--- config.mk ---
export PLATFORM = sky130hd
export DESIGN_NAME = pmc_power_mode
export DESIGN_NICKNAME = d
export VERILOG_FILES = /design/src/pmc_pkg.sv /design/src/pmc_power_mode.sv
export SDC_FILE = /design/constraint.sdc
export NUM_CORES = 1
export LEC_CHECK = 0
export BUFFER_PORTS_ARGS = -buffer_cell sky130_fd_sc_hd__buf_2
export CORE_MARGIN = 2
export CORE_UTILIZATION = 48
export DETAILED_ROUTE_END_ITERATION = 8
export PLACE_DENSITY = 0.86
export SLEW_MARGIN = 20
export SYNTH_ARGS = -nofsm -noshare
export SYNTH_HDL_FRONTEND = slang
export SYNTH_SLANG_ARGS = --single-unit
--- constraint.sdc ---
create_clock -name sys_clk -period 2.5 [get_ports sys_clk]
set_input_delay 0.25 -clock sys_clk [delete_from_list [all_inputs] [get_ports sys_clk]]
set_output_delay 0.25 -clock sys_clk [all_outputs]
set_load 0.1 [all_outputs]
--- src/pmc_pkg.sv ---
package pmc_pkg;
   localparam logic [7:0] PWR_CTRL_ADDR = 8'h87;
   localparam logic [7:0] ANA_DIS_ADDR = 8'h88;
   localparam logic [7:0] MODE_ADDR = 8'h89;
   localparam int IDLE_BIT = 0;
   localparam int STOP_BIT = 1;
   localparam int GF_LSB = 2;
   localparam int GF_MSB = 6;
   localparam int BAUD_BIT = 7;
   localparam logic [7:0] PWR_CTRL_RST = 8'h00;
   localparam logic [7:0] ANA_DIS_RST = 8'h00;
   localparam logic [15:0] RESET_VECTOR = 16'h0000;
   localparam int RST_SEQ_CYCLES = 4;
   typedef enum logic [3:0] {
      PMC_RUN = 4'b0001,
      PMC_PEND = 4'b0010,
      PMC_IDLE = 4'b0100,
      PMC_STOP = 4'b1000
   } pmc_state_t;
endpackage : pmc_pkg

--- src/pmc_power_mode.sv ---
// The strobed register port and the register offsets were left to the implementer.
`timescale 1ns/1ps
module pmc_power_mode (
   input wire logic sys_clk, // 50 mhz system clock
   input wire logic reset, // synchronous, active high
   input wire logic [7:0] reg_addr, // register address
   input wire logic [7:0] reg_wdata, // write data
   input wire logic reg_wr, // write strobe
   input wire logic reg_rd, // read strobe
   output logic [7:0] reg_rdata, // read data, cycle after read strobe
   input wire logic instr_done, // cpu finished current instruction
   input wire logic [7:0] irq_req, // interrupt requests
   input wire logic [7:0] irq_en, // interrupt enables
   input wire logic wdt_en, // watchdog_unit enabled
   input wire logic wdt_expire, // watchdog_unit expiry pulse
   input wire logic mcd_en, // missing-clock detector enabled
   input wire logic mcd_fault, // missing-clock detector timeout
   input wire logic osc_off, // active oscillator switched off
   input wire logic ext_reset_n, // external reset pin, active low
   output logic cpu_clk_en, // cpu clock enable
   output logic periph_clk_en, // peripheral and timer clock enable
   output logic sys_clk_run, // system oscillator run
   output logic wake_irq, // one-cycle pulse: interrupt wake
   output logic int_reset, // device reset request
   output logic [15:0] fetch_addr, // fetch address after reset
   output logic [7:0] analog_dis, // per analog peripheral disable
   output logic [1:0] mode_state // 01 idle, 10 stop
);
   pmc_pkg::pmc_state_t state_q, state_d;
   logic [7:0] pwr_q;
   logic [7:0] ana_q;
   logic [7:0] rdata_q;
   logic [2:0] rst_sync_q;
   logic ext_rst_q;
   logic [2:0] seq_q;
   logic pend_idle_q, pend_stop_q;
   logic wake_q;
   logic [15:0] fetch_q;

   // external reset pin resynchronised; counts once stages two and three agree
   always_ff @(posedge sys_clk) begin
      if (reset) begin
         rst_sync_q <= 3'h0;
         ext_rst_q <= 1'b0;
      end else begin
         rst_sync_q <= {rst_sync_q[1:0], ~ext_reset_n};
         if (rst_sync_q[1] == rst_sync_q[2]) begin
            ext_rst_q <= rst_sync_q[2];
         end
      end
   end

   wire wr_pwr = reg_wr && (reg_addr == pmc_pkg::PWR_CTRL_ADDR);
   wire wr_ana = reg_wr && (reg_addr == pmc_pkg::ANA_DIS_ADDR);
   wire in_idle = (state_q == pmc_pkg::PMC_IDLE);
   wire in_stop = (state_q == pmc_pkg::PMC_STOP);
   wire irq_wake = |(irq_req & irq_en);
   wire wdt_rst = wdt_en && wdt_expire && !in_stop;
   wire mcd_rst = mcd_en && mcd_fault && in_stop;
   wire osc_rst = osc_off && !in_stop;
   wire any_rst = ext_rst_q || wdt_rst || mcd_rst || osc_rst;
   wire seq_busy = (seq_q != 3'h0);

   // state machine for the two modes
   always_comb begin
      state_d = state_q;
      unique case (state_q)
         pmc_pkg::PMC_RUN: begin
            if (pend_idle_q || pend_stop_q) begin
               state_d = pmc_pkg::PMC_PEND;
            end
         end
         pmc_pkg::PMC_PEND: begin
            if (instr_done) begin
               state_d = pend_stop_q ? pmc_pkg::PMC_STOP : pmc_pkg::PMC_IDLE;
            end
         end
         pmc_pkg::PMC_IDLE: begin
            if (irq_wake) begin
               state_d = pmc_pkg::PMC_RUN;
            end
         end
         pmc_pkg::PMC_STOP: state_d = pmc_pkg::PMC_STOP;
      endcase
      if (any_rst) begin
         state_d = pmc_pkg::PMC_RUN;
      end
   end

   always_ff @(posedge sys_clk) begin
      if (reset) begin
         state_q <= pmc_pkg::PMC_RUN;
      end else begin
         state_q <= state_d;
      end
   end

   // select bits cleared by any reset
   always_ff @(posedge sys_clk) begin
      if (reset || any_rst) begin
         pwr_q <= pmc_pkg::PWR_CTRL_RST;
         pend_idle_q <= 1'b0;
         pend_stop_q <= 1'b0;
      end else begin
         if (wr_pwr) begin
            pwr_q <= reg_wdata;
            pend_idle_q <= reg_wdata[pmc_pkg::IDLE_BIT];
            pend_stop_q <= reg_wdata[pmc_pkg::STOP_BIT];
         end else if (in_idle && irq_wake) begin
            pwr_q[pmc_pkg::IDLE_BIT] <= 1'b0;
            pend_idle_q <= 1'b0;
         end else if (state_q == pmc_pkg::PMC_PEND && instr_done) begin
            pend_idle_q <= 1'b0;
            pend_stop_q <= 1'b0;
         end
      end
   end

   always_ff @(posedge sys_clk) begin
      if (reset) begin
         ana_q <= pmc_pkg::ANA_DIS_RST;
      end else if (wr_ana) begin
         ana_q <= reg_wdata;
      end
   end

   // reset sequence then fetch from reset vector
   always_ff @(posedge sys_clk) begin
      if (reset || any_rst) begin
         seq_q <= 3'(pmc_pkg::RST_SEQ_CYCLES);
         fetch_q <= pmc_pkg::RESET_VECTOR;
      end else if (seq_busy) begin
         seq_q <= seq_q - 3'h1;
      end
   end

   // wake pulse lets core service the interrupt, then resume
   always_ff @(posedge sys_clk) begin
      if (reset) begin
         wake_q <= 1'b0;
      end else begin
         wake_q <= in_idle && irq_wake && !any_rst;
      end
   end

   // idle bit reads zero; stop bit likewise
   wire [7:0] pwr_view = {pwr_q[7:2], 2'b00};
   wire [7:0] mode_view = {6'h00, in_stop, in_idle};
   wire [7:0] rd_mux = (reg_addr == pmc_pkg::PWR_CTRL_ADDR) ? pwr_view :
                       (reg_addr == pmc_pkg::ANA_DIS_ADDR) ? ana_q :
                       (reg_addr == pmc_pkg::MODE_ADDR) ? mode_view : 8'h00;

   always_ff @(posedge sys_clk) begin
      if (reset) begin
         rdata_q <= 8'h00;
      end else if (reg_rd) begin
         rdata_q <= rd_mux;
      end else begin
         rdata_q <= 8'h00;
      end
   end

   assign reg_rdata = rdata_q;
   // idle gates only the cpu enable; state is frozen, not cleared
   assign cpu_clk_en = !(in_idle || in_stop) && !seq_busy;
   assign periph_clk_en = !in_stop;
   assign sys_clk_run = !in_stop;
   assign wake_irq = wake_q;
   assign int_reset = seq_busy;
   assign fetch_addr = fetch_q;
   assign analog_dis = ana_q;
   assign mode_state = {in_stop, in_idle};
endmodule : pmc_power_mode

Word-level counts from Yosys, hierarchy flattened
Cells that the tools add are included.

Flip-flop bits (word level): 37. Bits of input ports: 43. Output and inout bits: 39.

$add $sub $neg: 1. Equal/unequal tests: 12. Muxes and demuxes: 13. Bitwise operators: 3. Reductions and logical operators: 30.

Operator list (number): 8-bit == test, second input constant (3); 4-bit two-way mux (4); 8-bit two-way mux (2); 4-bit case mux with 4 select lines (1); 1-bit logical AND (11); 8-bit AND (1); 8-bit OR reduction (1); 1-bit logical OR (6); 2-bit inequality test, second input constant (3); 3-bit nonzero test (2); 1-bit two-way mux (5); 4-bit by 1-bit == test with 1-bit output, second input constant (1); 4-bit by 2-bit == test with 1-bit output, second input constant (1); 4-bit by 3-bit == test with 1-bit output, second input constant (1); 4-bit == test, second input constant (1); 1-bit zero test (4); 2-bit OR reduction (2); 3-bit AND reduction (1); 3-bit OR reduction (1); 3-bit by 1-bit subtractor with 3-bit output, second input constant (1); 2-bit two-way mux (1); 2-bit by 1-bit inequality test with 1-bit output, second input constant (1); 1-bit inverter (2); 2-bit AND reduction (1); other kinds (2) (2).

Depth between registers and ports, before layout
Depth after elaboration: 8. Depth in mapped cells: 6.

Worst setup path after synthesis
Ideal clock, no wire load.

Path type: reg-to-output. From: register seq_q[0]. To: output port cpu_clk_en. Arrival: 3.457 ns. Data required time: 2.250 ns. Path slack: -1.207 ns. Cell stages (with the launch flop): 5. Cells stage by stage: dfxtp_1 -> inv_1 -> ha_1 -> nand2b_1 -> nor3_1.

Cells in the longest elaborated chain, start to end: 3.

Ends and longest elaborated chain: start: declaration (line pmc_power_mode.sv:35) `logic [2:0] seq_q;`; start signal: assignment (line pmc_power_mode.sv:130) `seq_q <= 3'(pmc_pkg::RST_SEQ_CYCLES);`; start signal: assignment (line pmc_power_mode.sv:133) `seq_q <= seq_q - 3'h1;`; 3-bit nonzero test (line pmc_power_mode.sv:62) `wire seq_busy = (seq_q != 3'h0);`; via int_reset (line pmc_power_mode.sv:24) `output logic int_reset,`; 1-bit zero test (line pmc_power_mode.sv:165) `assign cpu_clk_en = !(in_idle || in_stop) && !seq_busy;`; 1-bit logical AND (line pmc_power_mode.sv:165); end: declaration (line pmc_power_mode.sv:20) `output logic cpu_clk_en,`.

The timed path passes the listed nets, and every way through them passes these cells.

Worst setup path in the final report
From: register state_q[0]. To: output port mode_state[1].

Cells in the longest elaborated chain, start to end: 1.

Ends and longest elaborated chain: start: declaration (line pmc_power_mode.sv:29) `pmc_pkg::pmc_state_t state_q, state_d;`; start signal: assignment (line pmc_power_mode.sv:92) `state_q <= pmc_pkg::PMC_RUN;`; start signal: assignment (line pmc_power_mode.sv:94) `state_q <= state_d;`; 4-bit == test (line pmc_power_mode.sv:56) `wire in_stop = (state_q == pmc_pkg::PMC_STOP);`; end: declaration (line pmc_power_mode.sv:27) `output logic [1:0] mode_state`.

Every way passes these cells.

==> flow_summary.ini <==
[cts]
ctsHoldBuffers = 0
cts_buffers = 5
cts_tree = done
clk_pin_slew_ps = 90
postCtsResizedCells = 0
numClockSinks = 36
cts_setup_buffers = 0
cts_max_path_buffers = 2
cts_max_level = 2
cts_root_buffer = clkbuf_4
clk-insertion-delay-late_ps = 330

[detailed_routing]
drt_iter0_markers = 58
antenna_left = 0
drc_errors = 0
routed_wl_um = 3250
num_vias = 1466
vias_per_cell = 4.95
dr.pass1.iters = 4
post_drt_wl_per_cell_um = 11.0

[pwr]
peakVddDrop_mv = 0.288
total_power_w = 0.00110
clockPowerShare_pct = 28.7
combPwrFrac_pct = 18.5
p_sw_share_pct = 30.9
p_int_w = 0.000761
power.switching_w = 0.000340
leakage_nw = 0.834
p_seq_share_pct = 52.8
powerDensity_nw_per_um2 = 554

[final_layout]
design_area_sq_um = 1990
syn_to_final_growth_pct = 23.4
drive_above_1_share_pct = 32.0
antennaDiodeCount = 0
final_common_cell = buf_2
fin_nets = 294
fillers = 311
mostFrequentLayoutCells = 64 x buf_2, 36 x dfxtp_1, 20 x a21oi_1
post-route-util_pct = 60.5

[floorplan]
die_w_um = 61.9
core_sq_um = 3280
start_util_pct = 49.1
io_pins = 82
die_h_um = 61.9
fp-row-count = 21
die_area_sq_um = 3840

[critical_path]
cp_slowest_cell = nor4b_4
path_cells = nor4b_4 > buf_2
cp-start-kind = register
required_ps = 2250
endpoint_kind = primary output
cp_slowest_stage_delay_ps = 600
worstSetupPathType = reg2out
cp_data_arrival_time_ps = 1830
cp_max_fo = 8

[grt]
gr-total-overflow = 0
groute.usage.overall_pct = 17.0
grt_max_degree = 18
antenna_found_initial = 0
grt_pass1_vias = 1091
grt_pass1_wl_um = 4720

[outcome]
outcome = finished clean

[placement]
dpl-instance-area_sq_um = 1930
dpl.hpwl_um = 2430
port_buffers = 65
globalplace.congestion = 0.759

[yosys]
synth_top_cell_area_share_pct = 44.7
synthTopCellsByArea = dfxtp_1 45%, buf_4 8.9%, a21oi_1 6.2%
synth_largest_area_cell = dfxtp_1
synth_flop_cell = dfxtp_1
synthDistinctLibCells = 35
netlist_area_sq_um = 1610
synth_adder_area_share_pct = 1.55
synth.mux.area_fraction_pct = 1.24
synth.ff_latch_count = 36
async_flop_share_pct = 0
synth_edf_count = 0
yosys_warnings = 0
yosys.area_share.simple_pct = 25.7
avgSynthCellArea_sq_um = 8.71
synth_top_family_by_area = simple AND/OR/NAND/NOR gates
seq_area_frac_synth_pct = 44.7
synth_xor_area_share_pct = 0.543
synth_cells = 185
synth_compound_area_share_pct = 14.1

[timing]
period_needed_ps = 2080
slew_violations = 0
rsz0062_at_grt = no
max-slew-margin-rel_pct = 60.2
hold_viol = 0
skew_ps = 6.54
fmax_mhz = 480
tightest_slew_ps = 594
setup_viol = 0
finalSetupTns_ps = 0
fin_crit_sh_pct = 83.3
hold_slack_ps = 53.9

[flow_run]
cap_violations = 0

[hold_path]
min_path_type = in2reg
through the flow:
step / cells / setup WS, ps
after floorplan: 200 / 37.2
after global placement: 288 / 650
after detailed placement: 288 / 624
after CTS: 296 / 373
after global routing: 296 / 314
final: 296 / 418
power by group through the flow:
stage	clock network, W	logic, W	registers, W
floorplan	0	0.000177	0.000595
finish	0.000316	0.000204	0.000581
detailed placement	0	0.000203	0.000595
global route	0.000350	0.000216	0.000582
global placement	0	0.000203	0.000594
CTS	0.000323	0.000204	0.000581
state kept, by name, summed over array words and instances, names as in the netlist:
signal	cells
rst_sync_q	3
pend_stop_q	1
state_q	4
ext_rst_q	1
analog_dis	8
seq_q	3
pwr_q	6
wake_irq	1
reg_rdata	8
pend_idle_q	1
cell usage after synthesis, types with 2 or more instances:
cell / n
clkbuf_1: 4
mux2i_1: 2
dfxtp_1: 36
nand3b_1: 2
nor4b_1: 3
buf_4: 19
nor4_1: 2
inv_1: 4
nor2b_1: 4
nand2_1: 16
buf_2: 4
a21oi_1: 20
nand3_1: 18
nor2_1: 17
a22oi_1: 6
nor3_1: 2
ha_1: 2
a22o_1: 4
nand2b_1: 3
or4_1: 2
worst paths after layout:
check | startpoint | to | slack (ps) | cells after the start
max | state_q[0] | mode_state[1] | 420 | 2
min | ext_reset_n | rst_sync_q[0] | 50 | 2
min reg2reg | rst_sync_q[0] | rst_sync_q[1] | 460 | 1
max reg2reg | state_q[0] | state_q[3] | 760 | 4
logic make-up after synthesis:
family          Yosys count
compound gates           36
xor+xnor                  1
fa+ha+maj                 2
buf+inv                  31
flops                    36
mux                       2
other cells               1
simple gates             76
layer usage:
layer,vias up,share of wire (%),global-route usage [%]
li1,743,-,-
met1,645,45,22.5
met2,74,44,25.1
met3,4,9.4,5.59
met4,0,1.9,7.29
met5,-,0,0
critical path: cells and delay by family, from the launching register on:
family / cells / cell delay [ps]
simple gates: 1 / 600
buf+inv: 1 / 540
flops: 1 / 370
final cells by class:
class                   instances  area [sq um]  share of cell area (%)
flip-flops and latches         36           721                    36.2
multi-input cells             133           766                    38.5
repair buffers                 69           370                    18.6
clock buffers                   8          58.8                    2.96
well taps                      46          57.6                    2.89
inverters                       4          15.0                   0.755
Note: power is estimated with default switching activity, not from simulation.
